===== src/iic_pkg.sv =====
// Constants, field layouts and carrier types shared by the two-wire serial port block.
// Assumes a 25 MHz system clock and a 32-bit Avalon-MM register bus with byte addresses.
// Notes on behaviour
// - On address or data match with buffer and overflow clear, acknowledge and load buffer.
// - With buffer full or overflow set, no load, no acknowledge, interrupt flag still set.
// - Reading the buffer clears buffer-full; overflow stays until software clears it.
// - After enable wait for Start, then shift eight bits in on rising clock.
// - On the eighth falling clock compare shift bits seven to one with the address.
// - On match load buffer, set buffer-full, acknowledge, flag interrupt at ninth falling clock.
// - Ten-bit mode accepts high byte 11110 A9 A8 write, then receives the low byte.
// - Each ten-bit address byte sets flags and holds clock; address write releases it.
// - Matched address with direction clear clears status direction bit, address goes to buffer.
// - Interrupt flag set for every data byte and stays set until software clears it.
// - Matched address with direction set sets direction bit, acknowledges, then holds clock low.
// - Buffer write also loads shift register; setting clock-release lets transmission proceed.
// - Transmitter shifts eight bits out, changing data on falling clock edges.
// - Latch master acknowledge on ninth rising clock; not-acknowledge resets slave, await Start.
// - Start-seen and Stop-seen clear on reset or disable, else follow bus conditions.
// - Firmware master pins only ever drive low; a one is made by releasing.
// - Master-support modes flag interrupt on Start and Stop; 1110 and 1111 also flag each byte moved.
// - Mode 1011 gives Start and Stop interrupts with slave idle; the slave engine stays off.
// - Interrupt enabled while bus busy still sees an interrupt at the Stop.
// - Mode 0110 is seven-bit, 0111 ten-bit; 1110 and 1111 add Start and Stop interrupts.
package iic_pkg;

  localparam int ADDR_W = 5;
  localparam int DATA_W = 32;

  localparam logic [ADDR_W-1:0] OFS_BUFFER = 5'h00;
  localparam logic [ADDR_W-1:0] OFS_ADDRESS = 5'h04;
  localparam logic [ADDR_W-1:0] OFS_CONTROL = 5'h08;
  localparam logic [ADDR_W-1:0] OFS_STATUS = 5'h0c;
  localparam logic [ADDR_W-1:0] OFS_FLAGS = 5'h10;
  localparam logic [ADDR_W-1:0] OFS_ENABLES = 5'h14;
  localparam logic [ADDR_W-1:0] OFS_PINS = 5'h18;

  localparam int CTRL_COL = 7;
  localparam int CTRL_OVF = 6;
  localparam int CTRL_EN = 5;
  localparam int CTRL_CKP = 4;
  localparam int STAT_DA = 5;
  localparam int STAT_STOP = 4;
  localparam int STAT_START = 3;
  localparam int STAT_RW = 2;
  localparam int STAT_UA = 1;
  localparam int STAT_BF = 0;
  localparam int FLAG_PORT = 3;
  localparam int PIN_SCL_DIR = 1;
  localparam int PIN_SDA_DIR = 0;
  localparam int PIN_SCL_LVL = 3;
  localparam int PIN_SDA_LVL = 2;

  localparam logic [3:0] MODE_SLAVE7 = 4'h6;
  localparam logic [3:0] MODE_SLAVE10 = 4'h7;
  localparam logic [3:0] MODE_FIRMWARE = 4'hb;
  localparam logic [3:0] MODE_SLAVE7_SP = 4'he;
  localparam logic [3:0] MODE_SLAVE10_SP = 4'hf;

  localparam logic [4:0] TEN_PREFIX = 5'h1e;
  localparam logic [3:0] BYTE_BITS = 4'h8;
  localparam logic [3:0] LAST_TX_FALL = 4'h7;

  localparam logic [1:0] TEN_NONE = 2'h0;
  localparam logic [1:0] TEN_HIGH = 2'h1;
  localparam logic [1:0] TEN_FULL = 2'h2;

  localparam logic [7:0] CONTROL_RST = 8'h10;
  localparam logic [7:0] PINS_RST = 8'h03;
  localparam logic [7:0] BYTE_ZERO = 8'h00;

  typedef enum logic [4:0] {
    ST_IDLE = 5'h01,
    ST_RX = 5'h02,
    ST_ACK = 5'h04,
    ST_TX = 5'h08,
    ST_TXACK = 5'h10
  } iic_state_type;

  typedef struct packed {
    logic scl;
    logic sda;
  } iic_line_type;

  typedef struct packed {
    logic sclRise;
    logic sclFall;
    logic start;
    logic stop;
  } iic_event_type;

endpackage


===== src/iic_port.sv =====
// Two-wire serial port: slave engine, Start/Stop status for firmware masters, register slave.
// Assumes Avalon-MM with waitrequest on mclk and open-drain pins resolved outside with pull-ups.
`timescale 1ns/1ps
module iic_port import iic_pkg::*; (
  input wire logic mclk,
  input wire logic resetn,
  input wire logic ce,
  input wire logic [ADDR_W-1:0] avs_address,
  input wire logic avs_read,
  input wire logic avs_write,
  input wire logic [DATA_W-1:0] avs_writedata,
  input wire logic [3:0] avs_byteenable,
  output logic [DATA_W-1:0] avs_readdata,
  output logic avs_waitrequest,
  input wire logic sclIn,
  output logic sclOut,
  output logic sclOeN,
  input wire logic sdaIn,
  output logic sdaOut,
  output logic sdaOeN
);
  typedef struct packed {
    logic waitReq;
    logic [DATA_W-1:0] rdata;
    logic [7:0] serialBuffer;
    logic [7:0] shiftReg;
    logic [7:0] slaveAddress;
    logic [7:0] portControl;
    logic [7:0] portStatus;
    logic [7:0] flagsOne;
    logic [7:0] enablesOne;
    logic [1:0] pinDir;
    iic_state_type state;
    logic [3:0] bitCnt;
    logic ackDrive;
    logic isAddr;
    logic goRead;
    logic uaPend;
    logic [1:0] tenStage;
    logic sclOeN;
    logic sdaOeN;
  } iic_port_state_type;

  iic_port_state_type s_r;
  iic_port_state_type s_nxt;
  iic_line_type lineSync;
  iic_event_type ev;

  iic_sync u_sync (
    .mclk(mclk),
    .resetn(resetn),
    .ce(ce),
    .lineAsync({sclIn, sdaIn}),
    .lineSync(lineSync)
  );

  iic_cond u_cond (
    .mclk(mclk),
    .resetn(resetn),
    .ce(ce),
    .lineSync(lineSync),
    .events(ev)
  );

  logic enabled;
  logic slaveOn;
  logic tenBit;
  logic spIrq;
  logic busReq;
  logic accept;
  logic wrLow;
  logic [7:0] wByte;
  logic full;
  logic hit;
  logic hiHit;
  logic moreAddr;
  logic readAddr;
  logic setUa;
  logic [1:0] tenNext;
  logic [7:0] rByte;

  always_comb begin
    s_nxt = s_r;
    enabled = s_r.portControl[CTRL_EN];
    tenBit = (s_r.portControl[3:0] == MODE_SLAVE10) || (s_r.portControl[3:0] == MODE_SLAVE10_SP);
    slaveOn = enabled && (tenBit || (s_r.portControl[3:0] == MODE_SLAVE7) ||
      (s_r.portControl[3:0] == MODE_SLAVE7_SP));
    spIrq = (s_r.portControl[3:0] == MODE_FIRMWARE) || (s_r.portControl[3:0] == MODE_SLAVE7_SP) ||
      (s_r.portControl[3:0] == MODE_SLAVE10_SP);
    busReq = avs_read || avs_write;
    accept = ce && busReq && !s_r.waitReq;
    wrLow = accept && avs_write && avs_byteenable[0];
    wByte = avs_writedata[7:0];
    full = s_r.portStatus[STAT_BF] || s_r.portControl[CTRL_OVF];
    hit = 1'b0;
    hiHit = 1'b0;
    moreAddr = 1'b0;
    readAddr = 1'b0;
    setUa = 1'b0;
    tenNext = TEN_NONE;
    rByte = BYTE_ZERO;

    if (ce) begin
      // Answer every request after exactly one wait cycle; read data stand with it.
      s_nxt.waitReq = !(busReq && s_r.waitReq);
      case (avs_address)
        OFS_BUFFER: rByte = s_r.serialBuffer;
        OFS_ADDRESS: rByte = s_r.slaveAddress;
        OFS_CONTROL: rByte = s_r.portControl;
        OFS_STATUS: rByte = s_r.portStatus;
        OFS_FLAGS: rByte = s_r.flagsOne;
        OFS_ENABLES: rByte = s_r.enablesOne;
        OFS_PINS: rByte = {4'h0, lineSync.scl, lineSync.sda, s_r.pinDir};
        default: rByte = BYTE_ZERO;
      endcase
      // Capture only when a read is taken, so the data hold until the next read.
      if (busReq && s_r.waitReq && avs_read) begin
        s_nxt.rdata = {24'h000000, rByte};
      end

      // Software side effects come first so that hardware sets below win.
      if (accept && avs_read && (avs_address == OFS_BUFFER)) begin
        s_nxt.portStatus[STAT_BF] = 1'b0;
      end
      if (wrLow) begin
        case (avs_address)
          OFS_BUFFER: begin
            if ((s_r.state == ST_TX) && s_r.portControl[CTRL_CKP]) begin
              s_nxt.portControl[CTRL_COL] = 1'b1;
            end else begin
              s_nxt.serialBuffer = wByte;
              if ((s_r.state != ST_RX) && (s_r.state != ST_ACK)) begin
                s_nxt.shiftReg = wByte;
              end
            end
          end
          OFS_ADDRESS: begin
            s_nxt.slaveAddress = wByte;
            s_nxt.portStatus[STAT_UA] = 1'b0;
          end
          OFS_CONTROL: s_nxt.portControl = wByte;
          OFS_FLAGS: s_nxt.flagsOne[FLAG_PORT] = wByte[FLAG_PORT];
          OFS_ENABLES: s_nxt.enablesOne = wByte;
          OFS_PINS: s_nxt.pinDir = wByte[1:0];
          default: s_nxt.enablesOne = s_r.enablesOne;
        endcase
      end

      if (ev.start) begin
        s_nxt.portStatus[STAT_START] = 1'b1;
        s_nxt.portStatus[STAT_STOP] = 1'b0;
      end
      if (ev.stop) begin
        s_nxt.portStatus[STAT_STOP] = 1'b1;
        s_nxt.portStatus[STAT_START] = 1'b0;
      end
      if (enabled && spIrq && (ev.start || ev.stop)) begin
        s_nxt.flagsOne[FLAG_PORT] = 1'b1;
      end

      case (s_r.state)
        ST_IDLE: begin
          s_nxt.ackDrive = 1'b0;
        end
        ST_RX: begin
          if (ev.sclRise) begin
            s_nxt.shiftReg = {s_r.shiftReg[6:0], lineSync.sda};
            s_nxt.bitCnt = s_r.bitCnt + 4'h1;
          end
          if (ev.sclFall && (s_r.bitCnt == BYTE_BITS)) begin
            if (s_r.isAddr) begin
              hiHit = (s_r.shiftReg[7:3] == TEN_PREFIX) && (s_r.shiftReg[7:1] == s_r.slaveAddress[7:1]);
              if (!tenBit) begin
                hit = s_r.shiftReg[7:1] == s_r.slaveAddress[7:1];
                readAddr = s_r.shiftReg[0];
              end else if (s_r.tenStage == TEN_HIGH) begin
                hit = s_r.shiftReg == s_r.slaveAddress;
                setUa = hit;
                tenNext = hit ? TEN_FULL : TEN_NONE;
              end else if (hiHit && !s_r.shiftReg[0]) begin
                hit = 1'b1;
                setUa = 1'b1;
                moreAddr = 1'b1;
                tenNext = TEN_HIGH;
              end else if (hiHit && (s_r.tenStage == TEN_FULL)) begin
                hit = 1'b1;
                readAddr = 1'b1;
                tenNext = TEN_FULL;
              end
              if (hit) begin
                s_nxt.portStatus[STAT_RW] = readAddr;
                s_nxt.portStatus[STAT_DA] = 1'b0;
                s_nxt.tenStage = tenNext;
                s_nxt.isAddr = moreAddr;
                s_nxt.goRead = readAddr;
                s_nxt.uaPend = setUa;
                s_nxt.state = ST_ACK;
              end else begin
                s_nxt.tenStage = TEN_NONE;
                s_nxt.state = ST_IDLE;
              end
            end else begin
              s_nxt.portStatus[STAT_DA] = 1'b1;
              s_nxt.goRead = 1'b0;
              s_nxt.uaPend = 1'b0;
              s_nxt.state = ST_ACK;
              if (full) begin
                s_nxt.portControl[CTRL_OVF] = 1'b1;
              end
            end
            if ((hit || !s_r.isAddr) && !full) begin
              s_nxt.serialBuffer = s_r.shiftReg;
              s_nxt.portStatus[STAT_BF] = 1'b1;
              s_nxt.ackDrive = 1'b1;
            end else begin
              s_nxt.ackDrive = 1'b0;
            end
          end
        end
        ST_ACK: begin
          if (ev.sclFall) begin
            s_nxt.flagsOne[FLAG_PORT] = 1'b1;
            s_nxt.ackDrive = 1'b0;
            s_nxt.bitCnt = 4'h0;
            if (!s_r.ackDrive) begin
              s_nxt.state = ST_IDLE;
            end else if (s_r.goRead) begin
              s_nxt.portControl[CTRL_CKP] = 1'b0;
              s_nxt.state = ST_TX;
            end else begin
              s_nxt.state = ST_RX;
            end
            if (s_r.ackDrive && s_r.uaPend) begin
              s_nxt.portStatus[STAT_UA] = 1'b1;
            end
          end
        end
        ST_TX: begin
          if (ev.sclFall && s_r.portControl[CTRL_CKP]) begin
            s_nxt.shiftReg = {s_r.shiftReg[6:0], 1'b1};
            s_nxt.bitCnt = s_r.bitCnt + 4'h1;
            if (s_r.bitCnt == LAST_TX_FALL) begin
              s_nxt.state = ST_TXACK;
            end
          end
        end
        ST_TXACK: begin
          if (ev.sclRise) begin
            s_nxt.goRead = !lineSync.sda;
          end
          if (ev.sclFall) begin
            s_nxt.flagsOne[FLAG_PORT] = 1'b1;
            s_nxt.bitCnt = 4'h0;
            if (s_r.goRead) begin
              s_nxt.portControl[CTRL_CKP] = 1'b0;
              s_nxt.state = ST_TX;
            end else begin
              s_nxt.state = ST_IDLE;
            end
          end
        end
        default: s_nxt.state = ST_IDLE;
      endcase

      // A Start restarts address reception from any state; a Stop drops the slave.
      if (ev.start && slaveOn) begin
        s_nxt.state = ST_RX;
        s_nxt.bitCnt = 4'h0;
        s_nxt.isAddr = 1'b1;
        s_nxt.ackDrive = 1'b0;
      end else if (ev.stop) begin
        s_nxt.state = ST_IDLE;
        s_nxt.tenStage = TEN_NONE;
        s_nxt.ackDrive = 1'b0;
      end

      if (!s_nxt.portControl[CTRL_EN]) begin
        s_nxt.portStatus[STAT_START] = 1'b0;
        s_nxt.portStatus[STAT_STOP] = 1'b0;
        s_nxt.portStatus[STAT_UA] = 1'b0;
        s_nxt.state = ST_IDLE;
        s_nxt.tenStage = TEN_NONE;
        s_nxt.ackDrive = 1'b0;
      end

      s_nxt.sclOeN = !(enabled && ((slaveOn && (!s_r.portControl[CTRL_CKP] || s_r.portStatus[STAT_UA])) ||
        !s_r.pinDir[0 + PIN_SCL_DIR]));
      // released data lets slave keep receiving
      s_nxt.sdaOeN = !(enabled && (s_r.ackDrive ||
        ((s_r.state == ST_TX) && s_r.portControl[CTRL_CKP] && !s_r.shiftReg[7]) ||
        !s_r.pinDir[PIN_SDA_DIR]));
    end
  end

  always_ff @(posedge mclk or negedge resetn) begin
    if (!resetn) begin
      s_r <= '0;
      s_r.waitReq <= 1'b1;
      s_r.portControl <= CONTROL_RST;
      s_r.pinDir <= PINS_RST[1:0];
      s_r.state <= ST_IDLE;
      s_r.sclOeN <= 1'b1;
      s_r.sdaOeN <= 1'b1;
    end else begin
      s_r <= s_nxt;
    end
  end

  // Open-drain: the output level is always low, only the enables move.
  always_ff @(posedge mclk or negedge resetn) begin
    if (!resetn) begin
      sclOut <= 1'b0;
      sdaOut <= 1'b0;
    end else begin
      sclOut <= 1'b0;
      sdaOut <= 1'b0;
    end
  end

  assign avs_readdata = s_r.rdata;
  assign avs_waitrequest = s_r.waitReq;
  assign sclOeN = s_r.sclOeN;
  assign sdaOeN = s_r.sdaOeN;
endmodule


===== src/iic_sync.sv =====
// Two-flop synchroniser for the bus lines.
// Assumes the inputs are asynchronous to mclk; only the second stage is read.
`timescale 1ns/1ps
module iic_sync import iic_pkg::*; (
  input wire logic mclk,
  input wire logic resetn,
  input wire logic ce,
  input wire iic_line_type lineAsync,
  output iic_line_type lineSync
);
  typedef struct packed {
    iic_line_type meta;
    iic_line_type stable;
  } iic_sync_state_type;

  iic_sync_state_type s_r;
  iic_sync_state_type s_nxt;

  always_comb begin
    s_nxt = s_r;
    if (ce) begin
      s_nxt.meta = lineAsync;
      s_nxt.stable = s_r.meta;
    end
  end

  // Idle bus lines are high, so reset to the released level.
  always_ff @(posedge mclk or negedge resetn) begin
    if (!resetn) begin
      s_r <= '1;
    end else begin
      s_r <= s_nxt;
    end
  end

  assign lineSync = s_r.stable;
endmodule


===== src/iic_cond.sv =====
// Edge and bus condition detector working on synchronised lines.
// Assumes its input already passed the synchroniser; outputs are one-cycle pulses.
`timescale 1ns/1ps
module iic_cond import iic_pkg::*; (
  input wire logic mclk,
  input wire logic resetn,
  input wire logic ce,
  input wire iic_line_type lineSync,
  output iic_event_type events
);
  typedef struct packed {
    iic_line_type prev;
  } iic_cond_state_type;

  iic_cond_state_type s_r;
  iic_cond_state_type s_nxt;

  always_comb begin
    s_nxt = s_r;
    if (ce) begin
      s_nxt.prev = lineSync;
    end
  end

  always_ff @(posedge mclk or negedge resetn) begin
    if (!resetn) begin
      s_r <= '1;
    end else begin
      s_r <= s_nxt;
    end
  end

  always_comb begin
    events.sclRise = ce && !s_r.prev.scl && lineSync.scl;
    events.sclFall = ce && s_r.prev.scl && !lineSync.scl;
    events.start = ce && s_r.prev.scl && lineSync.scl && s_r.prev.sda && !lineSync.sda;
    events.stop = ce && s_r.prev.scl && lineSync.scl && !s_r.prev.sda && lineSync.sda;
  end
endmodule


===== config.mk =====
export PLATFORM = sky130hd
export DESIGN_NAME = iic_port
export DESIGN_NICKNAME = d
export VERILOG_FILES = /design/src/iic_pkg.sv /design/src/iic_port.sv /design/src/iic_sync.sv /design/src/iic_cond.sv
export SDC_FILE = /design/constraint.sdc
export NUM_CORES = 1
export LEC_CHECK = 0
export ABC_AREA = 1
export BUFFER_PORTS_ARGS = -buffer_cell sky130_fd_sc_hd__buf_2
export CAP_MARGIN = 20
export CORE_ASPECT_RATIO = 1.2
export CORE_UTILIZATION = 50
export CTS_CLUSTER_DIAMETER = 60
export CTS_CLUSTER_SIZE = 28
export DETAILED_ROUTE_END_ITERATION = 10
export GPL_TIMING_DRIVEN = 0
export PLACE_DENSITY = 0.72
export SLEW_MARGIN = 20
export SYNTH_ARGS = -nofsm -noshare
export SYNTH_HDL_FRONTEND = slang
export SYNTH_SLANG_ARGS = --single-unit

===== constraint.sdc =====
create_clock -name mclk -period 2.4 [get_ports mclk]
set_input_delay 0 -clock mclk [delete_from_list [all_inputs] [get_ports mclk]]
set_output_delay 0 -clock mclk [all_outputs]
set_load 0.005 [all_outputs]

==> flow_metrics.py <==
metrics = {
    "status": {
        "outcome": "finished clean",
    },
    "worst_setup_path": {
        "regToRegEndpoint": "s_r[65]",
        "rr_worst_depth": 10,
        "critPathSlowestCell": "dfstp_2",
        "cp_cell_sequence": "nand2_1 -> nor2_1 -> inv_1 -> nor2_1 -> a21oi_1 -> inv_1 -> buf_2 -> a21oi_1 -> o21ai_0 -> a22oi_1",
        "slowest_delay_ns": 0.62,
        "r2r_slack_ns": 0.16,
        "cp_max_fo": 10,
        "critPathKind": "register to register",
        "arrival_ns": 2.44,
        "path_buf_inv": 3,
        "crit_required_ns": 2.60,
        "r2r-start": "u_sync.lineSync[1]",
        "crit_end": "s_r[65]",
        "crit_path_start_kind": "register",
        "cp-end-kind": "register",
        "cpLargestDelayFamily": "flip-flops",
        "worstSetupStartpoint": "u_sync.lineSync[1]",
        "cp.depth": 10,
    },
    "synthesis": {
        "netlist_instances": 652,
        "seq_area_frac_synth_pct": 41.5,
        "synth_flop_cell": "dfrtp_1",
        "synth_area_leader_cell": "dfrtp_1",
        "synth_top_area_share_pct": 34.6,
        "synth_edf_count": 0,
        "ys_ff_latch": 81,
        "yosys.cell_types.count": 46,
        "synth.area.top_cells": "dfrtp_1 35%, nand2_1 13%, o21ai_0 7.0%",
        "syn_avg_cell_area_um2": 7.55,
        "async_reset_ff_share_pct": 100,
        "syn_area_um2": 4920,
        "synth_warnings": 0,
    },
    "hold_path": {
        "holdCritStartpoint": "avs_writedata[1]",
        "min_path_type": "input pin to register",
    },
    "finish": {
        "nNetsFinal": 779,
        "final_cell_area_um2": 5730,
        "layout-drive-gt1-share_pct": 18.3,
        "diodes": 0,
        "syn_to_final_growth_pct": 16.4,
        "final_cell_mix": "167 x nand2_1, 87 x inv_1, 69 x o21ai_0, 68 x dfrtp_1, 36 x buf_4",
        "mostFrequentLayoutCell": "nand2_1",
    },
    "global_routing": {
        "grtUsageTotal_pct": 27.5,
        "grt_pass1_vias": 4348,
        "grt_max_degree": 43,
        "grt-ovfl-total": 0,
        "antenna_found_initial": 0,
        "grt_pass1_wl_mm": 21.8,
    },
    "sta": {
        "rsz0062_at_grt": "no",
        "skew_ns": 0.00815,
        "tns_ns": 0,
        "fin_crit_sh_pct": 93.2,
        "slew_headroom_pct": 46.7,
        "drv_slew": 0,
        "fmax_ghz": 0.447,
        "worst_slew_pin_slew_ns": 0.793,
        "hold_violations": 0,
        "min_period_ns": 2.24,
        "setup_viol_count_final": 0,
    },
    "route": {
        "wl_per_cell_um": 15.6,
        "drt_wl_total_mm": 13.4,
        "viasPerCell": 5.41,
        "vias": 4633,
        "detail-route-antenna-nets": 0,
        "drc": 0,
        "first_iter_violations": 427,
        "drt_first_pass_iters": 5,
    },
    "clocking": {
        "postCtsSetupRepairBufs": 0,
        "clk_pin_slew_worst_paths_ns": 0.06,
        "root_buffer": "clkbuf_16",
        "cts_tree": "built",
        "cts_buffers": 9,
        "h-tree-depth": 3,
        "clock-sinks": 81,
        "clock_latency_ns": 0.34,
        "clockBufferDepth": 2,
    },
    "place": {
        "post-dp-hpwl_mm": 10.3,
        "gp_congestion": 0.912,
        "dpl_cell_area_um2": 5350,
        "port_buffers": 31,
    },
    "floorplanning": {
        "num_rows": 39,
        "die_h_um": 111,
        "core_um2": 9560,
        "ioPinCount": 85,
        "die-area_um2": 10200,
        "initial_core_util_pct": 51.5,
        "dieWidth_um": 92.6,
    },
    "flow_run": {
        "drv_cap": 0,
    },
    "power": {
        "p_total_mw": 3.29,
        "p_leak_nw": 2.92,
        "max-vdd-ir-drop_uv": 328,
        "pwr_density_cell_nw_per_um2": 574,
    },
}
-- sequential cells by signal, summed over array words and instances, names as in the netlist --
signal / count
s_r: 63
sclOeN: 1
u_sync.s_r: 2
u_sync.lineSync: 2
avs_waitrequest: 1
avs_readdata: 8
sdaOeN: 1
enabled: 1
u_cond.s_r: 2
-- stage by stage --
step,setup slack (ns),hold WS [ns],util (%),cells
after floorplan,0.567,-0.296,-,677
after global placement,0.136,0.203,55.7,831
after detailed placement,0.127,0.0280,55.9,832
after CTS,0.120,0.0129,59.8,857
after global routing,0.0185,0.0820,59.9,857
final,0.163,0.0193,59.9,857
-- power by group --
part           internal [mW]  switching, mW
registers               1.47         0.0763
clock network          0.755          0.550
logic                  0.169          0.273
total                   2.39          0.899
-- how the worst min path moves through the flow --
stage / cells past startpoint / to
finish: 3 / s_r[60]
global route: 3 / s_r[53]
CTS: 3 / s_r[47]
detailed placement: 1 / s_r[50]
global placement: 3 / u_sync.s_r[3]
floorplan: 0 / avs_readdata[0]
-- worst register-to-register path, delay by kind of cell (launching register included) --
family	cells	cell delay, ns
DFF	1	0.62
and+or+nand+nor	3	0.61
AOI/OAI and AO/OA	4	0.33
buffers and inverters	3	0.54
-- logic make-up after synthesis --
| group | share of synthesized area (%) |
|---|---|
| and+or+nand+nor | 26.1 |
| buffers and inverters | 13.5 |
| AOI/OAI and AO/OA | 16.4 |
| DFF | 41.5 |
| xor gates and xnor gates | 0.890 |
| muxes | 0.915 |
| adders and majority gates | 0.508 |
| other | 0.0762 |
-- synthesized netlist by cell type (2+ instances only) --
cell type / instances
nand2_1: 168
inv_1: 87
o21ai_0: 69
dfrtp_1: 68
nor2_1: 36
buf_4: 35
a21oi_1: 25
nand4_1: 23
nand3_1: 19
dfstp_2: 13
a22oi_1: 9
o21ai_1: 9
clkbuf_1: 8
nor3_1: 7
o211ai_1: 7
a221oi_1: 6
o22ai_1: 5
buf_2: 4
inv_2: 4
mux2_2: 4
nor2_2: 4
nand2_2: 3
nand3_2: 3
nor2_4: 3
nor4_1: 3
xnor2_1: 3
ha_1: 2
nand3_4: 2
nand4_2: 2
nor3_4: 2
o21ai_2: 2
o221ai_1: 2
xor2_1: 2
-- layer usage --
metal  track usage [%]  up-vias  wire length, um
li1                  -     2245                -
met1              37.9     2210             5860
met2              44.5      157             6550
met3              3.64       21              672
met4              9.27        0              272
met5                 0        -                0
-- area by class of cell --
type                            count  area, um^2
Buffer                             48         317
Clock buffer                       13         260
Clock inverter                      3        17.5
Fill cell                         901        3830
Inverter                           93         350
Multi-Input combinational cell    455        2320
Sequential cell                    81        2040
Tap cell                          123         154
Timing Repair Buffer               41         268
-- repair_timing --
| action | in CTS | in global routing |
|---|---|---|
| hold buffers | 9 | 0 |
| endpoints found under the setup margin | 0 | 12 |
| endpoints found under the hold margin | 37 | 0 |
| gates resized for setup | 0 | 4 |
No activity file was read; power rests on OpenSTA's default activity.
